`config.mk`:
```
export PLATFORM = sky130hd
export DESIGN_NAME = brn_node_status
export DESIGN_NICKNAME = d
export VERILOG_FILES = /design/src/rtl/brn_pkg.sv /design/src/rtl/brn_node_status.sv
export SDC_FILE = /design/constraint.sdc
export NUM_CORES = 1
export LEC_CHECK = 0
export BUFFER_PORTS_ARGS = -buffer_cell sky130_fd_sc_hd__buf_2
export CORE_MARGIN = 5
export CORE_UTILIZATION = 58
export CTS_CLUSTER_DIAMETER = 60
export DETAILED_ROUTE_END_ITERATION = 8
export PLACE_DENSITY = 0.86
export SKIP_CTS_REPAIR_TIMING = 1
export SYNTH_ARGS = -nofsm -noshare
export SYNTH_HDL_FRONTEND = slang
export SYNTH_SLANG_ARGS = --single-unit
```
`constraint.sdc`:
```
create_clock -name ref_clk -period 9.05 [get_ports ref_clk]
set_input_delay 0.4525 -clock ref_clk [delete_from_list [all_inputs] [get_ports ref_clk]]
set_output_delay 0.4525 -clock ref_clk [all_outputs]
set_load 0.02 [all_outputs]
```
`src/rtl/brn_pkg.sv`:
```
// brn_pkg: register map, field layout, reset values and error codes
// of the bus reset node status block.
// assumes: byte addressed 32-bit register bus, one word per register.
`default_nettype none

package brn_pkg;

    ////////////////////////////////////////////////////////////////////////
    // register byte offsets
    localparam logic [7:0] NODE_INFO_OFS  = 8'h48;
    localparam logic [7:0] ERR_STATUS_OFS = 8'h4C;

    ////////////////////////////////////////////////////////////////////////
    // node info field positions
    localparam int BUS_NUM_LSB  = 0;
    localparam int NODE_NUM_LSB = 10;
    localparam int VALID_BIT    = 16;
    localparam int NODE_CNT_LSB = 18;
    localparam int ROOT_BIT     = 24;
    localparam int IRM_LSB      = 25;

    // error status field positions
    localparam int CLR_BIT      = 0;
    localparam int ERR_LSB      = 1;

    ////////////////////////////////////////////////////////////////////////
    // reset values
    localparam logic [9:0] BUS_NUM_RST  = 10'h3FF;
    localparam logic [5:0] NODE_NUM_RST = 6'h3F;
    localparam logic [5:0] NODE_CNT_RST = 6'h01;
    localparam logic [5:0] IRM_RST      = 6'h3F;
    localparam logic [3:0] ERR_RST      = 4'h0;

    ////////////////////////////////////////////////////////////////////////
    // self-id error codes
    localparam logic [3:0] ERR_NONE       = 4'h0;
    localparam logic [3:0] ERR_LAST_CHILD = 4'h1;
    localparam logic [3:0] ERR_EXP_PHY    = 4'h2;
    localparam logic [3:0] ERR_NOT_INV    = 4'h3;
    localparam logic [3:0] ERR_INC_TWO    = 4'h4;
    localparam logic [3:0] ERR_INC_MORE   = 4'h5;
    localparam logic [3:0] ERR_PHY_PKT    = 4'h6;
    localparam logic [3:0] ERR_QUAD_INV   = 4'h7;
    localparam logic [3:0] ERR_BAD        = 4'h8;

    ////////////////////////////////////////////////////////////////////////
    // self-id quadlet layout
    localparam logic [1:0] SID_TAG     = 2'h2;
    localparam int         SID_TAG_LSB = 30;
    localparam int         SID_PHY_LSB = 24;
    localparam int         SID_EXT_BIT = 23;
    localparam int         SID_LNK_BIT = 22;
    localparam int         SID_CON_BIT = 11;
    localparam int         SID_MORE    = 0;
    localparam logic [1:0] PORT_PARENT = 2'h2;
    localparam int         PKT0_PORTS  = 3;
    localparam int         EXT_PORTS   = 8;

    typedef enum logic {
        SID_FIRST,
        SID_INVERSE
    } brn_sid_phase_t;

endpackage

`default_nettype wire

```
`src/rtl/brn_node_status.sv`:
```
// brn_node_status: node identity, node count, root, resource manager id
// and self-id checking of a serial bus link, behind an avalon-mm slave.
// assumes: status and self-id inputs come from link logic on ref_clk;
// swReset is a one-cycle pulse from the device's own reset control.
//
// How it works
// - bus number bits 0-9, software writable, 3FF after power-up or soft reset.
// - node number bits 10-15, software writable, loaded from own self-id status.
// - node number forced to 3F on bus reset status, power-up, soft reset.
// - valid bit 16 set only when node count and manager id are valid.
// - node count bits 18-23, read only, 1 after any reset.
// - bit 24 shows whether the local phy is root.
// - manager id bits 25-31, read only, 3F after any reset.
// - all other fields of both registers clear on power-up or soft reset.
// - writing 1 to error bit 0 clears code to zero, or to the code of a fault seen that cycle; bit self clears.
// - error code bits 1-4, read only, zero means no error.
// - code 1 when last self-id has a port marked parent.
// - code 2 when self-id phy id is below the expected one.
// - code 3 when second quadlet of packet zero is not inverse.
// - code 4 when phy id advances by exactly two.
// - code 5 when phy id advances by three or more.
// - code 6 when phy id differs inside one self-id packet.
// - code 7 when extended self-id quadlets are not inverses.
// - code 8 for any otherwise malformed self-id quadlet.
//
// The Avalon-MM interface to the registers was decided locally.
`default_nettype none

module brn_node_status
    import brn_pkg::*;
(
    // clock and reset
    input  wire logic        ref_clk,
    input  wire logic        rst,
    input  wire logic        swReset,
    // avalon-mm slave
    input  wire logic [7:0]  address,
    input  wire logic        read,
    input  wire logic        write,
    input  wire logic [31:0] writedata,
    input  wire logic [3:0]  byteenable,
    output var  logic [31:0] readdata,
    output var  logic        waitrequest,
    // phy status responses
    input  wire logic        statusValid,
    input  wire logic        statusBusReset,
    input  wire logic        statusOwnSelfId,
    input  wire logic [5:0]  statusNodeId,
    input  wire logic        statusRoot,
    // received self-id quadlets
    input  wire logic        selfIdValid,
    input  wire logic [31:0] selfIdQuad,
    input  wire logic        selfIdEnd,
    // node identity for the rest of the link
    output var  logic [9:0]  busNumber,
    output var  logic [5:0]  localNodeNumber
);

    ////////////////////////////////////////////////////////////////////////
    // helpers

    function automatic logic hitReg(input logic [7:0] a,
                                    input logic [7:0] ofs);
        hitReg = (a == ofs);
    endfunction

    function automatic logic hasParent(input logic [31:0] q,
                                       input logic        ext);
        logic found;
        found = 1'b0;
        for (int i = 0; i < EXT_PORTS; i++) begin
            if ((ext || i < PKT0_PORTS) &&
                q[2*i+3 -: 2] == PORT_PARENT) begin
                found = 1'b1;
            end
        end
        hasParent = found;
    endfunction

    ////////////////////////////////////////////////////////////////////////
    // state

    logic            waitReq_q;
    logic [31:0]     readData_q;
    logic [9:0]      bus_number_q;
    logic [5:0]      local_node_number_q;
    logic            valid_q;
    logic [5:0]      node_count_q;
    logic            root_q;
    logic [5:0]      irm_q;
    logic [3:0]      errCode_q;
    logic [3:0]      errDet;
    brn_sid_phase_t  phase_q;
    logic [31:0]     firstQuad_q;
    logic [5:0]      expPhy_q;
    logic [5:0]      pktPhy_q;
    logic            inPacket_q;
    logic            lastParent_q;
    logic [5:0]      irmCand_q;
    logic            irmFound_q;

    logic            accept;
    logic            wrNode;
    logic            wrErr;
    logic            busReset;
    logic [5:0]      sidPhy;
    logic [5:0]      phyDiff;
    logic            sidExt;
    logic            stepTwo;
    logic            stepMore;
    logic            clrErr;

    assign accept   = (read || write) && !waitReq_q;
    assign wrNode   = accept && write && hitReg(address, NODE_INFO_OFS);
    assign wrErr    = accept && write && hitReg(address, ERR_STATUS_OFS);
    assign busReset = statusValid && statusBusReset;
    assign sidPhy   = selfIdQuad[SID_PHY_LSB +: 6];
    assign phyDiff  = sidPhy - expPhy_q;
    assign sidExt   = selfIdQuad[SID_EXT_BIT];
    assign clrErr   = wrErr && byteenable[0] && writedata[CLR_BIT];
    // expected id is last plus one: a step of two is one past it
    assign stepTwo  = (sidPhy > expPhy_q) && (phyDiff == 6'h01);
    assign stepMore = (sidPhy > expPhy_q) && (phyDiff > 6'h01);

    ////////////////////////////////////////////////////////////////////////
    // bus handshake: one wait cycle, then answer for one cycle

    always_ff @(posedge ref_clk or posedge rst) begin
        if (rst) begin
            waitReq_q <= 1'b1;
        end else begin
            waitReq_q <= !((read || write) && waitReq_q);
        end
    end

    always_ff @(posedge ref_clk or posedge rst) begin
        if (rst) begin
            readData_q <= 32'h0000_0000;
        end else if ((read || write) && waitReq_q) begin
            if (read && hitReg(address, NODE_INFO_OFS)) begin
                readData_q <= 32'h0000_0000;
                readData_q[BUS_NUM_LSB +: 10] <= bus_number_q;
                readData_q[NODE_NUM_LSB +: 6] <= local_node_number_q;
                readData_q[VALID_BIT]         <= valid_q;
                readData_q[NODE_CNT_LSB +: 6] <= node_count_q;
                readData_q[ROOT_BIT]          <= root_q;
                // manager id is six bits, the field's top bit reads zero
                readData_q[IRM_LSB +: 7]      <= {1'b0, irm_q};
            end else if (read && hitReg(address, ERR_STATUS_OFS)) begin
                readData_q <= 32'h0000_0000;
                readData_q[ERR_LSB +: 4] <= errCode_q;
            end else begin
                readData_q <= 32'h0000_0000;
            end
        end
    end

    ////////////////////////////////////////////////////////////////////////
    // bus number

    always_ff @(posedge ref_clk or posedge rst) begin
        if (rst) begin
            bus_number_q <= BUS_NUM_RST;
        end else if (swReset) begin
            bus_number_q <= BUS_NUM_RST;
        end else if (wrNode) begin
            if (byteenable[0]) begin
                bus_number_q[7:0] <= writedata[7:0];
            end
            if (byteenable[1]) begin
                bus_number_q[9:8] <= writedata[9:8];
            end
        end
    end

    ////////////////////////////////////////////////////////////////////////
    // local node number: reset beats phy load beats software

    always_ff @(posedge ref_clk or posedge rst) begin
        if (rst) begin
            local_node_number_q <= NODE_NUM_RST;
        end else if (swReset || busReset) begin
            local_node_number_q <= NODE_NUM_RST;
        end else if (statusValid && statusOwnSelfId) begin
            local_node_number_q <= statusNodeId;
        end else if (wrNode && byteenable[1]) begin
            local_node_number_q <= writedata[NODE_NUM_LSB +: 6];
        end
    end

    ////////////////////////////////////////////////////////////////////////
    // root state

    always_ff @(posedge ref_clk or posedge rst) begin
        if (rst) begin
            root_q <= 1'b0;
        end else if (swReset) begin
            root_q <= 1'b0;
        end else if (statusValid) begin
            root_q <= statusRoot;
        end
    end

    ////////////////////////////////////////////////////////////////////////
    // node count, manager id, valid

    always_ff @(posedge ref_clk or posedge rst) begin
        if (rst) begin
            node_count_q <= NODE_CNT_RST;
            irm_q     <= IRM_RST;
            valid_q   <= 1'b0;
        end else if (swReset || busReset) begin
            node_count_q <= NODE_CNT_RST;
            irm_q     <= IRM_RST;
            valid_q   <= 1'b0;
        end else if (selfIdEnd) begin
            // count is the last packet-zero id plus one
            node_count_q <= expPhy_q;
            irm_q     <= irmFound_q ? irmCand_q : IRM_RST;
            valid_q   <= 1'b1;
        end
    end

    ////////////////////////////////////////////////////////////////////////
    // self-id checking, first fault of this cycle

    always_comb begin
        errDet = ERR_NONE;
        if (selfIdValid && phase_q == SID_FIRST) begin
            if (selfIdQuad[SID_TAG_LSB +: 2] != SID_TAG) begin
                errDet = ERR_BAD;
            end else if (inPacket_q) begin
                if (!sidExt) begin
                    errDet = ERR_BAD;
                end else if (sidPhy != pktPhy_q) begin
                    errDet = ERR_PHY_PKT;
                end
            end else if (sidExt) begin
                errDet = ERR_BAD;
            end else if (stepTwo) begin
                errDet = ERR_INC_TWO;
            end else if (stepMore) begin
                errDet = ERR_INC_MORE;
            end else if (sidPhy != expPhy_q) begin
                errDet = ERR_EXP_PHY;
            end
        end else if (selfIdValid && phase_q == SID_INVERSE) begin
            if (selfIdQuad != ~firstQuad_q) begin
                if (!firstQuad_q[SID_EXT_BIT]) begin
                    errDet = ERR_NOT_INV;
                end else begin
                    errDet = ERR_QUAD_INV;
                end
            end
        end else if (selfIdEnd) begin
            if (phase_q == SID_INVERSE || inPacket_q) begin
                errDet = ERR_BAD;
            end else if (lastParent_q) begin
                errDet = ERR_LAST_CHILD;
            end
        end
    end

    ////////////////////////////////////////////////////////////////////////
    // self-id tracking

    always_ff @(posedge ref_clk or posedge rst) begin
        if (rst) begin
            phase_q      <= SID_FIRST;
            firstQuad_q  <= 32'h0000_0000;
            expPhy_q     <= 6'h00;
            pktPhy_q     <= 6'h00;
            inPacket_q   <= 1'b0;
            lastParent_q <= 1'b0;
            irmCand_q    <= 6'h00;
            irmFound_q   <= 1'b0;
        end else if (swReset || busReset) begin
            phase_q      <= SID_FIRST;
            firstQuad_q  <= 32'h0000_0000;
            expPhy_q     <= 6'h00;
            pktPhy_q     <= 6'h00;
            inPacket_q   <= 1'b0;
            lastParent_q <= 1'b0;
            irmCand_q    <= 6'h00;
            irmFound_q   <= 1'b0;
        end else if (selfIdValid) begin
            case (phase_q)
                SID_FIRST: begin
                    firstQuad_q <= selfIdQuad;
                    phase_q     <= SID_INVERSE;
                end
                SID_INVERSE: begin
                    phase_q    <= SID_FIRST;
                    inPacket_q <= firstQuad_q[SID_MORE];
                    // packet zero sets the next id; extended ones add ports
                    if (!firstQuad_q[SID_EXT_BIT]) begin
                        pktPhy_q     <= firstQuad_q[SID_PHY_LSB +: 6];
                        expPhy_q     <= firstQuad_q[SID_PHY_LSB +: 6]
                                        + 6'h01;
                        lastParent_q <= hasParent(firstQuad_q, 1'b0);
                        if (firstQuad_q[SID_CON_BIT] &&
                            firstQuad_q[SID_LNK_BIT]) begin
                            irmCand_q  <= firstQuad_q[SID_PHY_LSB +: 6];
                            irmFound_q <= 1'b1;
                        end
                    end else if (hasParent(firstQuad_q, 1'b1)) begin
                        lastParent_q <= 1'b1;
                    end
                end
                default: begin
                    phase_q <= SID_FIRST;
                end
            endcase
        end
    end

    ////////////////////////////////////////////////////////////////////////
    // error code: first fault held, a new fault wins over a clear

    always_ff @(posedge ref_clk or posedge rst) begin
        if (rst) begin
            errCode_q <= ERR_RST;
        end else if (swReset) begin
            errCode_q <= ERR_RST;
        end else if (errCode_q == ERR_NONE && errDet != ERR_NONE) begin
            errCode_q <= errDet;
        end else if (clrErr) begin
            // a fault in the clear's own cycle is loaded, none is lost
            errCode_q <= errDet;
        end
    end

    ////////////////////////////////////////////////////////////////////////
    // outputs

    assign readdata        = readData_q;
    assign waitrequest     = waitReq_q;
    assign busNumber       = bus_number_q;
    assign localNodeNumber = local_node_number_q;

endmodule // brn_node_status

`default_nettype wire

```
==> out/results.env, run 1 <==
PORTBUFFERS=121
CRIT_PATH_MAX_FO=3
SYNTHESIS.INSTANCES=617
DIEHEIGHT_UM=110.6
DIE_AREA_UM2=12220
WORSTHOLDPATHTYPE='in2async'
CRITICAL_PATH_ARRIVAL_NS=2.83
COUNT_OF_NETS_LEFT_WITH_ANTENNA_VIOLATIONS_AFTER_DETAIL_ROUTING=0
FINAL-SETUP-VIOL-COUNT=0
SETUP_REPAIR_AFTER_GLOBAL_ROUTING_MISSED_ITS_MARGIN='false'
FINAL_LAYOUT_SIZE_SUFFIX_GT1_FRAC=0.2554
FP.COREAREA_UM2=9819
CTS.ROOT.BUFFER_CELL='clkbuf_8'
WORST_PIN_SLEW_NS=1.226
GLOBAL_ROUTE.OVERFLOW_TOTAL=0
VDD_DROP_MAX_mV=0.1170
FIRSTDRTPASSITERS=5
CTS.SINKS=119
N_ANTENNA_CELL=0
MOSTFREQUENTLAYOUTCELLS='nand2_1, buf_2, dfrtp_1, o21ai_0, a21oi_1'
TOP_LEVEL_PORTS=142
FINAL_TNS_SETUP_NS=0
SYNTH-SEQ-CELLS=119
AREAGROWTHSYNTHTOFINISH_PCT=20.58
SEQ_AREA_FRAC_SYNTH=0.5128
DRT_WL_TOTAL_UM=14600
LEAKAGEPOWER_nW=3.134
TIMING.SETUP.CRITICAL_PATH_CLASS='reg2reg'
GRT_FIRST_PASS_WIRELENGTH_UM=24300
END_KIND='register'
ROUTED-VIA-COUNT=4939
HTREE_NUM_LEVELS=4
CLOCK-SKEW-FINAL_NS=0.008285
SYNTH.AVG_CELL_AREA_UM2=9.507
TRITONCTS_BUFFERS=17
ASYNCSETRESETFLOPFRACSYNTH=1.000
REPORT.FINAL.SLEW_VIOL_COUNT=0
HOLD-WORST-SLACK_NS=0.03415
TIMING.CRITICAL_PATH.REQUIRED_NS=9.46
FINISH.NET_COUNT=824
MAX_CAP_VIOLATIONS=0
DRC_ERRORS=0
YS_WARN_COUNT=0
RESULT_OF_THE_RUN='completed'
CLK_PATH_BUF_DEPTH=2
GRT_USAGE=0.2419
POST_SYNTH_INSTANCE_AREA_UM2=5866
MOSTFREQUENTLAYOUTCELL='nand2_1'
NUMBER_OF_FLOPS_MAPPED_TO_ENABLE_CELLS_BY_YOSYS=0
DIE_W_UM=110.6
INITIAL_UTILIZATION=0.5973
WL_PER_CELL_UM=16.80
PLACED_WIRE_LENGTH_ESTIMATE_AFTER_DETAILED_PLACEMENT_UM=10250
CLK-INSERTION-DELAY-LATE_NS=0.52
WORSTSETUPSTARTPOINTTYPE='register'
TRITONCTS='built'
DETAIL_ROUTE.VIAS_PER_CELL=5.684
ANTENNA_FOUND_INITIAL=0
TOTAL_POWER_mW=1.337
ROUTABILITYCONGESTION=0.9219
SLEW_HEADROOM=0.1827
SITE_ROW_COUNT=36
MAXIMUM_NUMBER_OF_PINS_ON_ONE_NET_BEFORE_GLOBAL_ROUTE_REPAIR=68
FIRST_GLOBAL_VIAS=5064
REPORT.FINAL.HOLD_VIOL_COUNT=0
POST-ROUTE-MIN-PERIOD_NS=2.423
MAXCLOCKFREQUENCY_GHz=0.4127
SYNTH.LIB_CELLS_USED.DISTINCT=56
PWR_DENSITY_CELL_nW_PER_UM2=189.1
CLK_TRANSITION_REPORTED_PATHS_NS=0.06
DRT_ITER0_DRC=491
FRACTION_OF_THE_CYCLE_THE_FINAL_WORST_PATH_NEEDS=0.2677
YOSYS_MOST_USED_DFF='dfrtp_1'
synthesized netlist by cell type (8+ instances only):
cell type  number  area share
a211o_1        10       0.015
a21oi_1        43       0.037
a22o_1         15       0.022
buf_2          12       0.010
clkbuf_1       16       0.010
dfrtp_1        95        0.41
dfstp_2        24        0.11
inv_1          21       0.013
nand2_1       142       0.091
nand3b_1        8       0.010
nor2_1         23       0.015
nor2b_1        20       0.021
nor4_1          8      0.0085
o21ai_0        44       0.038
xnor2_1        37       0.055
worst max-delay path, stage by stage, from the launching register on:
cell	delay (ns)
dfrtp_1	0.38
ha_1	0.18
inv_1	0.07
fa_1	0.40
xor2_1	0.18
nor3_1	0.22
o21ai_0	0.18
o311ai_1	0.33
o211ai_1	0.14
a22o_1	0.21
flip-flops by register name, indices dropped and copies added (netlist names):
register / cells
busNumber: 10
expPhy_q: 6
valid_q: 1
lastParent_q: 1
firstQuad_q: 32
waitrequest: 1
root_q: 1
irm_q: 6
readdata: 30
localNodeNumber: 6
phase_q: 1
irmFound_q: 1
inPacket_q: 1
errCode_q: 4
pktPhy_q: 6
node_count_q: 6
irmCand_q: 6
final timing paths:
check / slack [ns] / cells after the start / to / start
max in group asynchronous: 7.71 / 3 / firstQuad_q[31] / rst
min in group ref_clk: 0.14 / 2 / busNumber[2] / writedata[2]
worst min-delay path: 0.03 / 2 / readdata[26] / rst
worst max register to register: 6.63 / 9 / errCode_q[0] / expPhy_q[0]
worst min register to register: 0.47 / 2 / readdata[19] / readdata[19]
worst max-delay path: 6.63 / 9 / errCode_q[0] / expPhy_q[0]
power breakdown:
part           leakage (nW)  switching (mW)  total [mW]  internal, mW
Clock                 0.279           0.228       0.652         0.424
Combinational          1.29          0.0810       0.126        0.0449
Sequential             1.56          0.0132       0.560         0.546
cells by family after synthesis:
| kind of cell | after synthesis | synth area share |
|---|---|---|
| AOI/OAI and AO/OA | 151 | 0.1634 |
| other | 1 | 0.0006393 |
| DFF | 119 | 0.5128 |
| adders and majority gates | 8 | 0.01834 |
| and+or+nand+nor | 228 | 0.1826 |
| buffers and inverters | 59 | 0.04458 |
| muxes | 7 | 0.01195 |
| xor gates and xnor gates | 44 | 0.06570 |
per-layer routing:
metal | part of all wire | track usage | up-vias
met5 | 0 | 0 | -
met4 | 0.023 | 0.09770 | 0
met3 | 0.083 | 0.07440 | 34
met2 | 0.47 | 0.3968 | 231
met1 | 0.42 | 0.2983 | 2348
li1 | - | - | 2326
per-stage QoR:
stage | utilization | setup WS, ns | cell area (um2) | instances
2_1_floorplan | - | 5.480 | 5869 | 618
3_3_place_gp | 0.6620 | 6.536 | 6500 | 837
3_5_place_dp | 0.6620 | 6.451 | 6500 | 837
4_1_cts | 0.7203 | 6.726 | 7073 | 869
5_1_grt | 0.7203 | 6.512 | 7073 | 869
6_report | 0.7203 | 6.627 | 7073 | 869
layout make-up:
type	instances	area [um2]
Sequential cell	119	3008
Multi-Input combinational cell	440	2616
Clock buffer	22	442.9
Fill cell	733	2746
Inverter	21	81.33
Tap cell	133	166.4
Clock inverter	10	130.1
Timing Repair Buffer	124	628.1
Power figures use the tool's default switching activity.
==> inputs of run 2 (changes only) <==
- ABC_AREA: not set -> 1
- CORE_UTILIZATION: 58 -> 49
- PLACE_DENSITY: 0.86 -> 0.77
- clock period: 9.05 -> 2.2 ns (I/O delays scaled with it)
==> run 2 against run 1 <==
  * The flow now finishes with violations (hold timing, setup timing)
  * Via count is 9.8% higher
  * Hold slack worse by 0.061 ns
  * Global-route usage is 3.1 points lower
  * Combinational power grew to 7.2 times the previous value
  * First-iteration DRC count is 11% lower
  * Power grew to 4.7 times the previous value
  * Routed wire length is 7.8% higher
  * Synthesized cell count is 17% higher
==> out/results.env, run 2 <==
PORTBUFFERS=121  # unchanged
MAXIMUM_NUMBER_OF_PINS_ON_ONE_NET_BEFORE_GLOBAL_ROUTE_REPAIR=48  # was 68
HOLD_PATH.STARTPOINT='writedata[8]'
PRE_CTS_SLACK_NS=-0.07392  # was 6.451 ns
DRT_WL_TOTAL_UM=15740  # was 14600 um
CRIT_PATH_MAX_FO=5  # was 3
REPORT.FINAL.SLEW_VIOL_COUNT=0  # unchanged
SETUP.REG_TO_REG.WORST_SLACK_NS=-0.09  # was 6.63 ns
END_KIND='register'  # unchanged
SYNTH.AVG_CELL_AREA_UM2=8.287  # was 9.507 um2
YS_WARN_COUNT=0  # unchanged
FIRST_GLOBAL_VIAS=5046  # was 5064
FRACTION_OF_THE_CYCLE_THE_FINAL_WORST_PATH_NEEDS=1.041  # was 0.2677
TIMING.SETUP.CRITICAL_PATH_CLASS='reg2reg'  # unchanged
SETUP_REPAIR_AFTER_GLOBAL_ROUTING_MISSED_ITS_MARGIN='true'  # was false
CLK-INSERTION-DELAY-LATE_NS=0.41  # was 0.52 ns
SYNTH_TOP_AREA_SHARE=0.3990  # was 0.4053
TOTAL_POWER_mW=6.259  # was 1.337 mW
PLACED_WIRE_LENGTH_ESTIMATE_AFTER_DETAILED_PLACEMENT_UM=10770  # was 10250 um
ASYNCSETRESETFLOPFRACSYNTH=1.000  # unchanged
MAXCLOCKFREQUENCY_GHz=0.4366  # was 0.4127 GHz
CRITICAL_PATH_ARRIVAL_NS=2.59  # was 2.83 ns
N_ANTENNA_CELL=0  # unchanged
SYNTHDOMINANTAREACELLTYPE='dfrtp_1'  # unchanged
VDD_DROP_MAX_mV=0.6376  # was 0.1170 mV
POST_SYNTH_INSTANCE_AREA_UM2=5958  # was 5866 um2
TRITONCTS='built'  # unchanged
DRT_ITER0_DRC=438  # was 491
REPORT.FINAL.HOLD_VIOL_COUNT=2  # was 0
ANTENNA_FOUND_INITIAL=0  # unchanged
HOLD-WORST-SLACK_NS=-0.02684  # was 0.03415 ns
NUMBER_OF_FLOPS_MAPPED_TO_ENABLE_CELLS_BY_YOSYS=0  # unchanged
LARGEST_REGISTER_FF_COUNT=32  # unchanged
INITIAL_UTILIZATION=0.4981  # was 0.5973
CLK_PATH_BUF_DEPTH=2  # unchanged
DETAIL_ROUTE.VIAS_PER_CELL=5.165  # was 5.684
POST-ROUTE-MIN-PERIOD_NS=2.291  # was 2.423 ns
GRT_FIRST_PASS_WIRELENGTH_UM=24470  # was 24300 um
SYNTH-SEQ-CELLS=119  # unchanged
POST_DP_CELL_AREA_UM2=6810  # was 6500 um2
DIEHEIGHT_UM=120.3  # was 110.6 um
POST_ROUTE_SETUP_SLACK_NS=-0.09064  # was 6.627 ns
COUNT_OF_NETS_LEFT_WITH_ANTENNA_VIOLATIONS_AFTER_DETAIL_ROUTING=0  # unchanged
WORST_PIN_SLEW_NS=0.7590  # was 1.226 ns
FINISH.CELL_COUNT_WITHOUT_FILLERS=1050  # was 869
TOP_LEVEL_PORTS=142  # unchanged
TOP_REGISTER='firstQuad_q'  # unchanged
DIE_W_UM=120.3  # was 110.6 um
WL_PER_CELL_UM=14.99  # was 16.80 um
CLOCK-SKEW-FINAL_NS=0.009203  # was 0.008285 ns
MAX_CAP_VIOLATIONS=0  # unchanged
TIMING.CRITICAL_PATH.FROM='expPhy_q[0]'  # unchanged
TIMING.RR.START='expPhy_q[0]'  # unchanged
DIE_AREA_UM2=14460  # was 12220 um2
NUMPLACEDINSTANCES=979  # was 837
LEAKAGEPOWER_nW=3.953  # was 3.134 nW
ROUTED-VIA-COUNT=5423  # was 4939
FINISH.NET_COUNT=991  # was 824
AREAGROWTHSYNTHTOFINISH_PCT=31.94  # was 20.58%
FINAL-SETUP-VIOL-COUNT=4  # was 0
MOSTFREQUENTLAYOUTCELL='nand2_1'  # unchanged
TIMING.CRITICAL_PATH.REQUIRED_NS=2.50  # was 9.46 ns
RESULT_OF_THE_RUN='complete, but fails checks'  # was completed
HTREE_NUM_LEVELS=4  # unchanged
SEQ_AREA_FRAC_SYNTH=0.5048  # was 0.5128
FP.COREAREA_UM2=11960  # was 9819 um2
MOSTFREQUENTLAYOUTCELLS='nand2_1, buf_2, dfrtp_1, inv_1, a21oi_1'  # was nand2_1, buf_2, dfrtp_1, o21ai_0, a21oi_1
ROUTABILITYCONGESTION=0.8622  # was 0.9219
TRITONCTS_BUFFERS=17  # unchanged
CTS.SINKS=119  # unchanged
CTS.ROOT.BUFFER_CELL='clkbuf_16'  # was clkbuf_8
PWR_DENSITY_CELL_nW_PER_UM2=796.1  # was 189.1 nW/um2
TIMING.RR.END='errCode_q[0]'  # unchanged
LAYOUT.CELL_AREA.NON_FILLER_UM2=7861  # was 7073 um2
CRIT_END='errCode_q[0]'  # unchanged
GLOBAL_ROUTE.OVERFLOW_TOTAL=0  # unchanged
POSTLAYOUTCOREUTIL=0.6572  # was 0.7203
CLK_TRANSITION_REPORTED_PATHS_NS=0.05  # was 0.06 ns
GRT_USAGE=0.2110  # was 0.2419
MOST_FREQUENTLY_USED_CELL_TYPE_IN_THE_POST_SYNTHESIS_NETLIST='nand2_1'  # unchanged
WORSTHOLDPATHTYPE='in2reg'  # was in2async
SITE_ROW_COUNT=40  # was 36
REG2REGPATHDEPTH=18  # was 9
SLEW_HEADROOM=0.4929  # was 0.1827
WORSTSETUPSTARTPOINTTYPE='register'  # unchanged
FIRSTDRTPASSITERS=6  # was 5
SYNTHESIS.INSTANCES=719  # was 617
VIOLATIONS='hold timing, setup timing'
SYNTH.TOP_CELLS.BY_COUNT='nand2_1, dfrtp_1, inv_1'  # was nand2_1, dfrtp_1, o21ai_0
SYNTH.LIB_CELLS_USED.DISTINCT=42  # was 56
YOSYS-TOP-CELLS-AREA='dfrtp_1, nand2_1, dfstp_2'  # was dfrtp_1, dfstp_2, nand2_1
FILL_CELLS=982  # was 733
DRC_ERRORS=0  # unchanged
YOSYS_MOST_USED_DFF='dfrtp_1'  # unchanged
FINAL_LAYOUT_SIZE_SUFFIX_GT1_FRAC=0.2503  # was 0.2554
==> run 2: final cells by class <==
| cell class | count | area, um2 | share of cell area |
|---|---|---|---|
| sequential | 119 | 3008 | 0.3826 |
| multi-input combinational | 476 | 2517 | 0.3202 |
| timing repair buffer | 178 | 1154 | 0.1467 |
| clock buffer | 23 | 478.0 | 0.06080 |
| inverter | 98 | 372.9 | 0.04743 |
| tap | 147 | 183.9 | 0.02340 |
| clock inverter | 9 | 147.6 | 0.01878 |
==> run 2: layer usage <==
layer / track usage / wire length, um
met3: 0.06221 / 1003
met4: 0.06374 / 332
met2: 0.3379 / 7423
met1: 0.2788 / 6975
met5: 0 / 0
==> run 2: worst min path at each step <==
stage / to / slack [ns] / depth (start not counted)
3_3_place_gp: readdata[18] / 0.28 / 2
4_1_cts: readdata[26] / -0.16 / 2
2_1_floorplan: root_q / 0.19 / 1
6_report: busNumber[8] / -0.03 / 3
5_1_grt: firstQuad_q[2] / 0.01 / 3
3_5_place_dp: readdata[28] / 0.29 / 2
==> run 2: cells by family after synthesis <==
logic type	share of synthesized area
and+or+nand+nor	0.1955
buffers and inverters	0.08148
DFF	0.5048
adders and majority gates	0.01806
xor gates and xnor gates	0.03969
AOI/OAI and AO/OA	0.1598
other	0.0006294
==> run 2: per-stage QoR <==
step	TNS [ns]	hold WS [ns]
global route	-0.9487	0.01036
finish	-0.3417	-0.02684
floorplan	0	0.1946
detailed placement	-0.2661	0.2862
global placement	-0.01073	0.2814
CTS	-0.2971	-0.1565
==> run 2: worst max-delay path: stages (launching register included) <==
cell and delay [ns]:
dfrtp_1 0.35, ha_2 0.17, inv_2 0.05, fa_2 0.37, xor2_1 0.20, nor2_2 0.13
nand2_2 0.08, nor2_4 0.09, nand3_2 0.07, nand2_2 0.06, nand2_1 0.05, nand2_1 0.08
nand2_1 0.06, nor2_2 0.08, nand2_2 0.07, nand2_4 0.09, nand2_4 0.06, nand2_1 0.06
nand2_1 0.04
==> run 2: report_power, final <==
part	internal [mW]	switching (mW)
clock network	1.98	0.962
registers	2.33	0.0827
logic	0.342	0.565
